**src/dbu_pkg.sv**
```systemverilog
// Purpose: Shared constants and types for the bit-op/update interpreter
// Assumes: Byte stream already deserialised on the core clock
// Notes:   Rows are 0..159; sections span at most 80 rows
package dbu_pkg;
   // Opcodes handled by this block
   localparam logic [7:0] set_bits_cmd                    = 8'h09;
   localparam logic [7:0] xor_bits_cmd                    = 8'h0A;
   localparam logic [7:0] clear_all_bright_cmd            = 8'h10;
   localparam logic [7:0] clear_all_bright_inv_border_cmd = 8'h11;
   localparam logic [7:0] clear_all_dark_cmd              = 8'h12;
   localparam logic [7:0] clear_all_dark_inv_border_cmd   = 8'h13;
   localparam logic [7:0] clear_rows_bright_cmd           = 8'h14;
   localparam logic [7:0] clear_rows_bright_inv_border_cmd = 8'h15;
   localparam logic [7:0] clear_rows_dark_cmd             = 8'h16;
   localparam logic [7:0] clear_rows_dark_inv_border_cmd  = 8'h17;
   localparam logic [7:0] full_panel_refresh_cmd          = 8'h18;
   localparam logic [7:0] row_range_refresh_cmd           = 8'h19;
   localparam logic [7:0] sleep_cmd                       = 8'h20;
   // Opcode bit that selects dark, bit that inverts the border
   localparam int OPC_DARK_BIT = 1;
   localparam int OPC_INV_BIT  = 0;
   // Argument counts per command
   localparam logic [2:0] ARGS_BITOP    = 3'h3;
   localparam logic [2:0] ARGS_NONE     = 3'h0;
   localparam logic [2:0] ARGS_ROWS     = 3'h4;
   localparam logic [2:0] ARGS_FULL_REF = 3'h2;
   localparam logic [2:0] ARGS_PART_REF = 3'h6;
   localparam logic [2:0] ARGS_OVERRUN  = 3'h7;
   localparam int         ARG_SLOTS     = 6;
   // Argument slot positions
   localparam int A_ADDR_H = 0;
   localparam int A_ADDR_L = 1;
   localparam int A_MASK   = 2;
   localparam int A_ROW0   = 0;
   localparam int A_ROW1   = 2;
   // Row limits
   localparam logic [15:0] ROW_FIRST    = 16'h0000;
   localparam logic [15:0] ROW_LAST     = 16'h009F;
   localparam logic [15:0] ROW_SPAN_MAX = 16'h0050;
   // Panel operation kinds
   typedef enum logic [1:0] {
      PK_CLEAR_ALL   = 2'h0,
      PK_CLEAR_ROWS  = 2'h1,
      PK_REFRESH_ALL = 2'h2,
      PK_REFRESH_ROWS = 2'h3
   } dbu_kind_t;
   // Collected command frame
   typedef struct packed {
      logic [7:0]                opcode;
      logic [2:0]                arg_cnt;
      logic [ARG_SLOTS-1:0][7:0] args;
   } dbu_frame_t;
   // Masked read-modify-write request
   typedef struct packed {
      logic        toggle;
      logic [15:0] addr;
      logic [7:0]  mask;
   } dbu_bitop_t;
   // Request to the panel drive sequencer
   typedef struct packed {
      dbu_kind_t   kind;
      logic        interior_bright;
      logic        border_bright;
      logic [7:0]  first_row;
      logic [7:0]  last_row;
      logic [15:0] buf_addr;
   } dbu_panel_op_t;
endpackage : dbu_pkg

```
**src/dbu_bit_rmw.sv**
```systemverilog
// Purpose: Masked set or toggle of one image RAM byte
// Assumes: RAM read data valid the cycle after ram_rd_en
// Notes:   Four cycles from start to done
`timescale 1ns/10ps
module dbu_bit_rmw (
   input  wire logic         clock,       // Core clock
   input  wire logic         resetn,      // Async reset, low
   input  wire logic         start,       // Begin operation
   input  dbu_pkg::dbu_bitop_t req,       // Address, mask, mode
   output logic [15:0]       ram_addr,    // RAM address
   output logic              ram_rd_en,   // RAM read strobe
   input  wire logic [7:0]   ram_rd_data, // RAM read data
   output logic              ram_wr_en,   // RAM write strobe
   output logic [7:0]        ram_wr_data, // RAM write data
   output logic              done         // Operation finished
);
   import dbu_pkg::*;

   typedef enum logic [3:0] {
      RM_IDLE = 4'h1,
      RM_READ = 4'h2,
      RM_CALC = 4'h4,
      RM_WRITE = 4'h8
   } dbu_rm_state_t;

   dbu_rm_state_t st_reg;    // Sequence state
   dbu_rm_state_t st_next;   // Next state
   dbu_bitop_t    req_reg;   // Latched request
   logic [7:0]    wd_reg;    // Modified byte
   logic          done_reg;  // Finish pulse

   // [RULE1] Set masked bits
   wire [7:0] set_val = ram_rd_data | req_reg.mask;
   // [RULE2] Toggle masked bits
   wire [7:0] xor_val = ram_rd_data ^ req_reg.mask;

   assign ram_addr    = req_reg.addr;
   assign ram_rd_en   = (st_reg == RM_READ);
   assign ram_wr_en   = (st_reg == RM_WRITE);
   assign ram_wr_data = wd_reg;
   assign done        = done_reg;

   // Next state
   always_comb begin
      case (st_reg)
         RM_IDLE:  st_next = start ? RM_READ : RM_IDLE;
         RM_READ:  st_next = RM_CALC;
         RM_CALC:  st_next = RM_WRITE;
         RM_WRITE: st_next = RM_IDLE;
         default:  st_next = RM_IDLE;
      endcase
   end

   // State, request latch and result
   always_ff @(posedge clock or negedge resetn) begin
      if (!resetn) begin
         st_reg   <= RM_IDLE;
         req_reg  <= '0;
         wd_reg   <= 8'h00;
         done_reg <= 1'b0;
      end else begin
         st_reg   <= st_next;
         done_reg <= (st_reg == RM_WRITE);
         if (st_reg == RM_IDLE && start)
            req_reg <= req;
         if (st_reg == RM_CALC)
            wd_reg <= req_reg.toggle ? xor_val : set_val;
      end
   end
endmodule : dbu_bit_rmw

```
**src/dbu_cmd_top.sv**
```systemverilog
// Purpose: Bit-op, clear, refresh and sleep command execution
// Assumes: Byte decoder, image RAM and panel sequencer on same clock
// Notes:   One command at a time; cmd_busy covers variable latency
//
// Overview of operation
// [RULE1] Opcode 09 sets masked RAM bits
// [RULE2] Opcode 0A toggles masked RAM bits
// [RULE3] Opcode 10 clears all bright
// [RULE4] Opcode 11 bright, border dark
// [RULE5] Opcode 12 clears all dark
// [RULE6] Opcode 13 dark, border bright
// [RULE7] Opcode 14 clears rows bright
// [RULE8] Opcode 15 rows bright, border dark
// [RULE9] Opcode 16 clears rows dark
// [RULE10] Opcode 17 rows dark, border bright
// [RULE11] Host keeps rows 0..159, span 80
// [RULE12] Two-byte arguments arrive high byte first
// [RULE13] Opcode 18 refreshes whole panel from buffer
// [RULE14] Opcode 19 refreshes row range from buffer
// [RULE15] Host keeps refresh rows legal
// [RULE16] Completion signalled, not fixed latency
// [RULE17] Opcode 20 enters sleep mode
// [RULE18] Chip select rise ends arguments
// [RULE19] Illegal row ranges are ignored
`timescale 1ns/10ps
module dbu_cmd_top (
   input  wire logic           clock,         // Core clock, 40 MHz
   input  wire logic           resetn,        // Async reset, low
   input  wire logic           rx_valid,      // Command byte strobe
   input  wire logic [7:0]     rx_byte,       // Command byte
   input  wire logic           frame_end,     // Chip select rose
   output logic [15:0]         ram_addr,      // Image RAM address
   output logic                ram_rd_en,     // Image RAM read
   input  wire logic [7:0]     ram_rd_data,   // Image RAM data in
   output logic                ram_wr_en,     // Image RAM write
   output logic [7:0]          ram_wr_data,   // Image RAM data out
   output logic                panel_valid,   // Panel op offered
   output dbu_pkg::dbu_panel_op_t panel_op,   // Panel op fields
   input  wire logic           panel_ready,   // Sequencer accepts
   input  wire logic           panel_done,    // Sequencer finished
   output logic                sleep_mode,    // Low-power request
   output logic                cmd_busy,      // Command executing
   output logic                cmd_done,      // Command completed
   output logic                cmd_rejected   // Command ignored
);
   import dbu_pkg::*;

   // Top-level sequencing states
   typedef enum logic [3:0] {
      ST_IDLE  = 4'h1,
      ST_BITOP = 4'h2,
      ST_ISSUE = 4'h4,
      ST_WAIT  = 4'h8
   } dbu_state_t;

   dbu_state_t    st_reg;      // Current state
   dbu_state_t    st_next;     // Next state
   dbu_panel_op_t pop_reg;     // Latched panel operation
   logic          sleep_reg;   // Sleep level
   logic          done_reg;    // Completion pulse
   logic          rej_reg;     // Reject pulse
   logic          frame_valid; // Frame pending
   dbu_frame_t    frame;       // Pending frame
   logic          rmw_done;    // Bit operation finished
   dbu_bitop_t    bit_req;     // Bit operation request
   dbu_panel_op_t pop_next;    // Decoded panel operation

   // Frame taken only when idle
   wire take = frame_valid & (st_reg == ST_IDLE);

   // Frame collection from the byte stream
   dbu_frame_collect u_collect (
      .clock       (clock),
      .resetn      (resetn),
      .rx_valid    (rx_valid),
      .rx_byte     (rx_byte),
      .frame_end   (frame_end),
      .frame_ready (take),
      .frame_valid (frame_valid),
      .frame       (frame)
   );

   // Opcode classification
   wire [7:0] opc      = frame.opcode;
   wire [2:0] cnt      = frame.arg_cnt;
   wire       op_set   = (opc == set_bits_cmd);
   wire       op_xor   = (opc == xor_bits_cmd);
   wire       op_all   = (opc >= clear_all_bright_cmd) &&
                         (opc <= clear_all_dark_inv_border_cmd);
   wire       op_rows  = (opc >= clear_rows_bright_cmd) &&
                         (opc <= clear_rows_dark_inv_border_cmd);
   wire       op_full  = (opc == full_panel_refresh_cmd);
   wire       op_part  = (opc == row_range_refresh_cmd);
   wire       op_sleep = (opc == sleep_cmd);
   wire       op_ours  = op_set | op_xor | op_all | op_rows |
                         op_full | op_part | op_sleep;

   // [RULE12] High byte first
   wire [15:0] addr_w  = {frame.args[A_ADDR_H], frame.args[A_ADDR_L]};
   wire        rsel    = op_part;
   wire [15:0] first_w = rsel ?
      {frame.args[A_ROW0+2], frame.args[A_ROW0+3]} :
      {frame.args[A_ROW0],   frame.args[A_ROW0+1]};
   wire [15:0] last_w  = rsel ?
      {frame.args[A_ROW1+2], frame.args[A_ROW1+3]} :
      {frame.args[A_ROW1],   frame.args[A_ROW1+1]};

   // [RULE19] Range legality check
   wire [15:0] span_w  = last_w - first_w;
   wire        rows_ok = (first_w <= last_w) && (last_w <= ROW_LAST) &&
                         (span_w < ROW_SPAN_MAX);

   // Argument count and range checks per command
   wire ok_bit   = (op_set | op_xor) && (cnt == ARGS_BITOP);
   wire ok_all   = op_all   && (cnt == ARGS_NONE);
   wire ok_rows  = op_rows  && (cnt == ARGS_ROWS) && rows_ok;
   wire ok_full  = op_full  && (cnt == ARGS_FULL_REF);
   wire ok_part  = op_part  && (cnt == ARGS_PART_REF) && rows_ok;
   wire ok_sleep = op_sleep && (cnt == ARGS_NONE);
   wire ok_panel = ok_all | ok_rows | ok_full | ok_part;

   // [RULE3] Shade from opcode bits
   wire shade_bright = ~opc[OPC_DARK_BIT];
   // [RULE4] Border inversion bit
   wire border_shade = ~(opc[OPC_DARK_BIT] ^ opc[OPC_INV_BIT]);

   // Bit operation request from frame
   assign bit_req.toggle = op_xor;
   assign bit_req.addr   = addr_w;
   assign bit_req.mask   = frame.args[A_MASK];

   // Panel operation decode
   always_comb begin
      pop_next                 = '0;
      pop_next.buf_addr        = addr_w;
      pop_next.first_row       = ROW_FIRST[7:0];
      pop_next.last_row        = ROW_LAST[7:0];
      pop_next.interior_bright = shade_bright;
      pop_next.border_bright   = border_shade;
      if (op_all) begin
         // [RULE5] Whole panel clear
         // [RULE6] Border set by opcode
         pop_next.kind = PK_CLEAR_ALL;
      end else if (op_rows) begin
         // [RULE7] Row section clear
         // [RULE8] Section border dark
         // [RULE9] Section dark clear
         // [RULE10] Section border bright
         pop_next.kind      = PK_CLEAR_ROWS;
         pop_next.first_row = first_w[7:0];
         pop_next.last_row  = last_w[7:0];
      end else if (op_full) begin
         // [RULE13] Whole panel refresh
         pop_next.kind = PK_REFRESH_ALL;
      end else begin
         // [RULE14] Row range refresh
         pop_next.kind      = PK_REFRESH_ROWS;
         pop_next.first_row = first_w[7:0];
         pop_next.last_row  = last_w[7:0];
      end
   end

   // Masked read-modify-write engine
   dbu_bit_rmw u_rmw (
      .clock       (clock),
      .resetn      (resetn),
      .start       (take & ok_bit),
      .req         (bit_req),
      .ram_addr    (ram_addr),
      .ram_rd_en   (ram_rd_en),
      .ram_rd_data (ram_rd_data),
      .ram_wr_en   (ram_wr_en),
      .ram_wr_data (ram_wr_data),
      .done        (rmw_done)
   );

   // Next state
   always_comb begin
      case (st_reg)
         ST_IDLE: begin
            if (take && ok_bit)
               st_next = ST_BITOP;
            else if (take && ok_panel)
               st_next = ST_ISSUE;
            else
               st_next = ST_IDLE;
         end
         ST_BITOP: st_next = rmw_done ? ST_IDLE : ST_BITOP;
         ST_ISSUE: st_next = panel_ready ? ST_WAIT : ST_ISSUE;
         // [RULE16] Wait for completion
         ST_WAIT:  st_next = panel_done ? ST_IDLE : ST_WAIT;
         default:  st_next = ST_IDLE;
      endcase
   end

   // Status outputs
   assign panel_valid  = (st_reg == ST_ISSUE);
   assign panel_op     = pop_reg;
   assign sleep_mode   = sleep_reg;
   assign cmd_busy     = (st_reg != ST_IDLE) | frame_valid;
   assign cmd_done     = done_reg;
   assign cmd_rejected = rej_reg;

   // State and panel operation latch
   always_ff @(posedge clock or negedge resetn) begin
      if (!resetn) begin
         st_reg  <= ST_IDLE;
         pop_reg <= '0;
      end else begin
         st_reg <= st_next;
         if (take && ok_panel)
            pop_reg <= pop_next;
      end
   end

   // Completion, reject and sleep
   always_ff @(posedge clock or negedge resetn) begin
      if (!resetn) begin
         done_reg  <= 1'b0;
         rej_reg   <= 1'b0;
         sleep_reg <= 1'b0;
      end else begin
         // [RULE16] Completion pulse
         done_reg <= (st_reg == ST_BITOP && rmw_done) ||
                     (st_reg == ST_WAIT && panel_done) ||
                     (take && ok_sleep);
         // [RULE19] Flag ignored command
         rej_reg  <= take && op_ours && !(ok_bit | ok_panel | ok_sleep);
         // [RULE17] Enter sleep mode
         if (take && ok_sleep)
            sleep_reg <= 1'b1;
         else if (rx_valid)
            sleep_reg <= 1'b0;
      end
   end
endmodule : dbu_cmd_top

```
**src/dbu_frame_collect.sv**
```systemverilog
// Purpose: Gather one chip-select frame into opcode and arguments
// Assumes: rx_valid/frame_end come from same-clock byte decoder
// Notes:   Frame is held until taken; bytes meanwhile are dropped
`timescale 1ns/10ps
module dbu_frame_collect (
   input  wire logic         clock,       // Core clock
   input  wire logic         resetn,      // Async reset, low
   input  wire logic         rx_valid,    // Byte strobe
   input  wire logic [7:0]   rx_byte,     // Received byte
   input  wire logic         frame_end,   // Chip select rose
   input  wire logic         frame_ready, // Consumer takes frame
   output logic              frame_valid, // Frame pending
   output dbu_pkg::dbu_frame_t frame      // Pending frame
);
   import dbu_pkg::*;

   logic [2:0] cnt_reg;    // Bytes seen in frame
   logic       pend_reg;   // Frame waiting
   logic       ovr_reg;    // Frame overran
   dbu_frame_t frm_reg;    // Frame contents
   wire        take_byte = rx_valid & ~pend_reg;
   wire        close     = frame_end & ~pend_reg & (cnt_reg != ARGS_NONE);

   assign frame_valid = pend_reg;
   assign frame       = frm_reg;

   // Byte counter; saturates so over-long frames stay invalid
   always_ff @(posedge clock or negedge resetn) begin
      if (!resetn) begin
         {ovr_reg, cnt_reg} <= 4'h0;
         pend_reg <= 1'b0;
      end else begin
         if (frame_end)
            {ovr_reg, cnt_reg} <= 4'h0;
         else if (take_byte && cnt_reg != ARGS_OVERRUN)
            cnt_reg <= cnt_reg + 3'h1;
         else if (take_byte)
            ovr_reg <= 1'b1;
         if (close)
            pend_reg <= 1'b1;
         else if (frame_ready)
            pend_reg <= 1'b0;
      end
   end

   // Opcode and count capture
   always_ff @(posedge clock or negedge resetn) begin
      if (!resetn) begin
         frm_reg.opcode  <= 8'h00;
         frm_reg.arg_cnt <= 3'h0;
      end else begin
         if (take_byte && cnt_reg == 3'h0)
            frm_reg.opcode <= rx_byte;
         // [RULE18] Close on rise
         if (close)
            frm_reg.arg_cnt <= ovr_reg ? ARGS_OVERRUN
                                                          : cnt_reg - 3'h1;
      end
   end

   // One slot per argument position
   genvar gi;
   generate
      for (gi = 0; gi < ARG_SLOTS; gi++) begin : g_arg
         always_ff @(posedge clock or negedge resetn) begin
            if (!resetn)
               frm_reg.args[gi] <= 8'h00;
            else if (take_byte && cnt_reg == 3'(gi + 1))
               frm_reg.args[gi] <= rx_byte;
         end
      end
   endgenerate
endmodule : dbu_frame_collect

```
**config.mk**
```make
export PLATFORM = sky130hd
export DESIGN_NAME = dbu_cmd_top
export DESIGN_NICKNAME = d
export VERILOG_FILES = /design/src/dbu_pkg.sv /design/src/dbu_bit_rmw.sv /design/src/dbu_cmd_top.sv /design/src/dbu_frame_collect.sv
export SDC_FILE = /design/constraint.sdc
export NUM_CORES = 1
export LEC_CHECK = 0
export ABC_AREA = 1
export BUFFER_PORTS_ARGS = -buffer_cell sky130_fd_sc_hd__buf_2
export CAP_MARGIN = 20
export CORE_ASPECT_RATIO = 1.5
export CORE_UTILIZATION = 39
export DETAILED_ROUTE_END_ITERATION = 7
export GPL_TIMING_DRIVEN = 0
export PLACE_DENSITY = 0.55
export SLEW_MARGIN = 25
export SYNTH_ARGS = -nofsm -noshare
export SYNTH_HDL_FRONTEND = slang
export SYNTH_SLANG_ARGS = --single-unit
export TNS_END_PERCENT = 1
```
**constraint.sdc**
```tcl
create_clock -name clock -period 5 [get_ports clock]
set_input_delay 0.5 -clock clock [delete_from_list [all_inputs] [get_ports clock]]
set_output_delay 0.5 -clock clock [all_outputs]
set_load 0.01 [all_outputs]
```
==> qor.csv <==
metric,value,unit
PD cells,492,mW/mm²
PortBufs,88,
via count,7017,
Remaining DRCs,0,
max reg flops,59,
Die Area,0.0207,mm²
Layout area overhead,17.8,%
reg2reg path depth,25,
critical path's slowest cell,ha_1,
# Max-Cap Violations,0,
post-route clock skew,0.0120,ns
Slew headroom,0.488,
CTS tree,yes,
largest net degree at the start of global routing,90,
Final Critical Period,4.56,ns
TritonCTS buffer count,17,
vias in the first global route,6948,
root buf cell,clkbuf_16,
critical path arrival,4.89,ns
Post-CTS Repair Setup Buffers,0,
area fraction of the dominant cell type after synthesis,0.457,
Die W,118,µm
RSZ-0062 raised after global routing,false,
Setup CP Type,register to register,
Skew-Pair Late Insertion Delay,0.44,ns
Top delay family on crit path,buffers and inverters,
post-synthesis sequential area ratio,0.463,
"slowest stage delay, CP",0.40,ns
global-route wire length before repair,37300,µm
layout cells sized above 1,0.147,
crit share post-route,0.911,
Final ANT Viol Nets,0,
hold depth,2,
WP data required,5.34,ns
syn_area_per_cell,7.60,µm²
worst-path fanout max,10,
critical path depth in cells,25,
Core Region,0.0197,mm²
Final Power,4.55,mW
CP Launch Type,register,
worst slew pin tran,0.768,ns
final setup vio count,0,
placement row count,63,
Die H,176,µm
Clock transition at path regs,0.07,ns
Initial Util,0.398,
Fin. Hold Viols,0,
CTS max path bufs,2,
ranking of synthesized cells by area,"dfrtp_1 (46%), nand2_1 (17%), o21ai_0 (7.2%)",
post-DP HPWL,18400,µm
Synth top cells by count,"nand2_1 (346), dfrtp_1 (143), inv_1 (113), o21ai_0 (112), nand3_1 (98)",
"Top cell by count, worst path",nand2_1,
number of synthesis warnings,0,
GRT Overall Usage,0.238,
GPL Wtd Cong,0.903,
Final #Nets,1192,
Lkg Pwr,5.05,nW
fmax,0.219,GHz
"Slew Viols, Final",0,
status,finished clean,
grt total ovfl,0,
CP bufs+invs,8,
Synth Instances,1031,
Starting DRT DRC Count,419,
DR WL/cell,16.5,µm
"Distinct cells, synth",36,
worst hold path type,input port to register,
setup TNS,0,ns
post-synth top area cell,dfrtp_1,
Seq cells post-synth,145,
# IOs,89,
flop2flop setup slack,0.44,ns
drt pass-1 iters,5,
Syn Nets,1083,
Most used DFF post-synth,dfrtp_1,
H-tree depth,4,
Setup crit end kind,register,
worst vdd ir,0.000256,V
vias per cell,4.97,
Netlist Area Pre-Place,0.00784,mm²
drt total wl,23400,µm
fraction of registers with async set/reset,1.00,
Antenna Cells,0,
"EDFF count, synth",0,
initial antenna violation count,0,
"count leader, synth",nand2_1,
clk sinks,145,
-- metrics by stage --
stage / area, µm² / cells / util / hold WS [ns] / worst slack [ns]
final: 9240 / 1413 / 0.469 / 0.251 / 0.443
after global routing: 9240 / 1413 / 0.469 / 0.270 / 0.000398
after CTS: 9230 / 1413 / 0.468 / 0.242 / 0.0903
after global placement: 8600 / 1379 / 0.437 / 0.453 / 0.162
after floorplan: 7840 / 1031 / - / 0.204 / 1.33
after detailed placement: 8640 / 1380 / 0.438 / 0.454 / 0.110
-- layout by cell type (no fill, tap or decap), drive strengths merged --
master and n:
a2111oi 1, a21oi 18, a221oi 1, a22oi 3
a32o 1, a41oi 1, and3b 1, buf 121
bufinv 1, clkbuf 40, clkinv 4, clkinvlp 3
dfrtp 143, dfstp 2, dlygate4sd3 1, ha 30
inv 125, nand2 349, nand3 98, nand3b 6
nand4 5, nor2 38, nor3 23, nor4 5
o21a 3, o21ai 121, o21bai 2, o221a 1
or2 2, xnor2 2, xor2 2
-- where the power goes --
part	switching (mW)	internal [mW]	total, mW	leakage [nW]
registers	0.185	1.34	1.52	1.92
logic	1.16	0.590	1.75	2.86
clock network	0.559	0.713	1.27	0.279
total	1.91	2.64	4.55	5.05
-- layout make-up --
class	instances	area, µm²
sequential	145	3630
multi-input combinational	713	3430
tap	260	325
clock inverter	14	141
inverter	119	447
fill	2050	10500
timing repair buffer	90	488
clock buffer	18	439
buffer	54	337
-- routing by layer --
layer | share of wire | global-route usage | vias up | wire, µm
met5 | 0 | 0 | - | 0
met4 | 0.042 | 0.127 | 0 | 975
met3 | 0.028 | 0.0347 | 40 | 656
met2 | 0.52 | 0.421 | 156 | 12100
met1 | 0.41 | 0.277 | 3298 | 9670
li1 | - | - | 3523 | -
-- final timing paths --
kind | from | to
worst max-delay path | u_collect.frame[52] | panel_op[12]
worst min-delay path | panel_ready | st_reg[2]
worst max register to register | u_collect.frame[52] | panel_op[12]
worst min register to register | panel_op[28] | panel_op[28]
max in group asynchronous | resetn | u_collect.frame[42]
min in group asynchronous | resetn | u_rmw.ram_wr_data[0]
-- cell families (layout without fill, tap and decap cells) --
kind of cell,after synthesis,in the layout,share of synthesized area
AO/OA/AOI/OAI,152,152,0.102
XOR/XNOR,4,4,0.00447
adder cells (fa/ha/maj),30,30,0.0479
buffers and inverters,173,295,0.0996
flip-flops,145,145,0.463
AND/OR/NAND/NOR,527,527,0.282
-- timing repair --
| item | CTS | global route |
|---|---|---|
| hold buffers | 1 | 0 |
| gates resized for setup | 0 | 5 |
| endpoints found under the hold margin | 19 | 0 |
| endpoints found under the setup margin | 0 | 39 |
(Power assumes the default switching activity.)
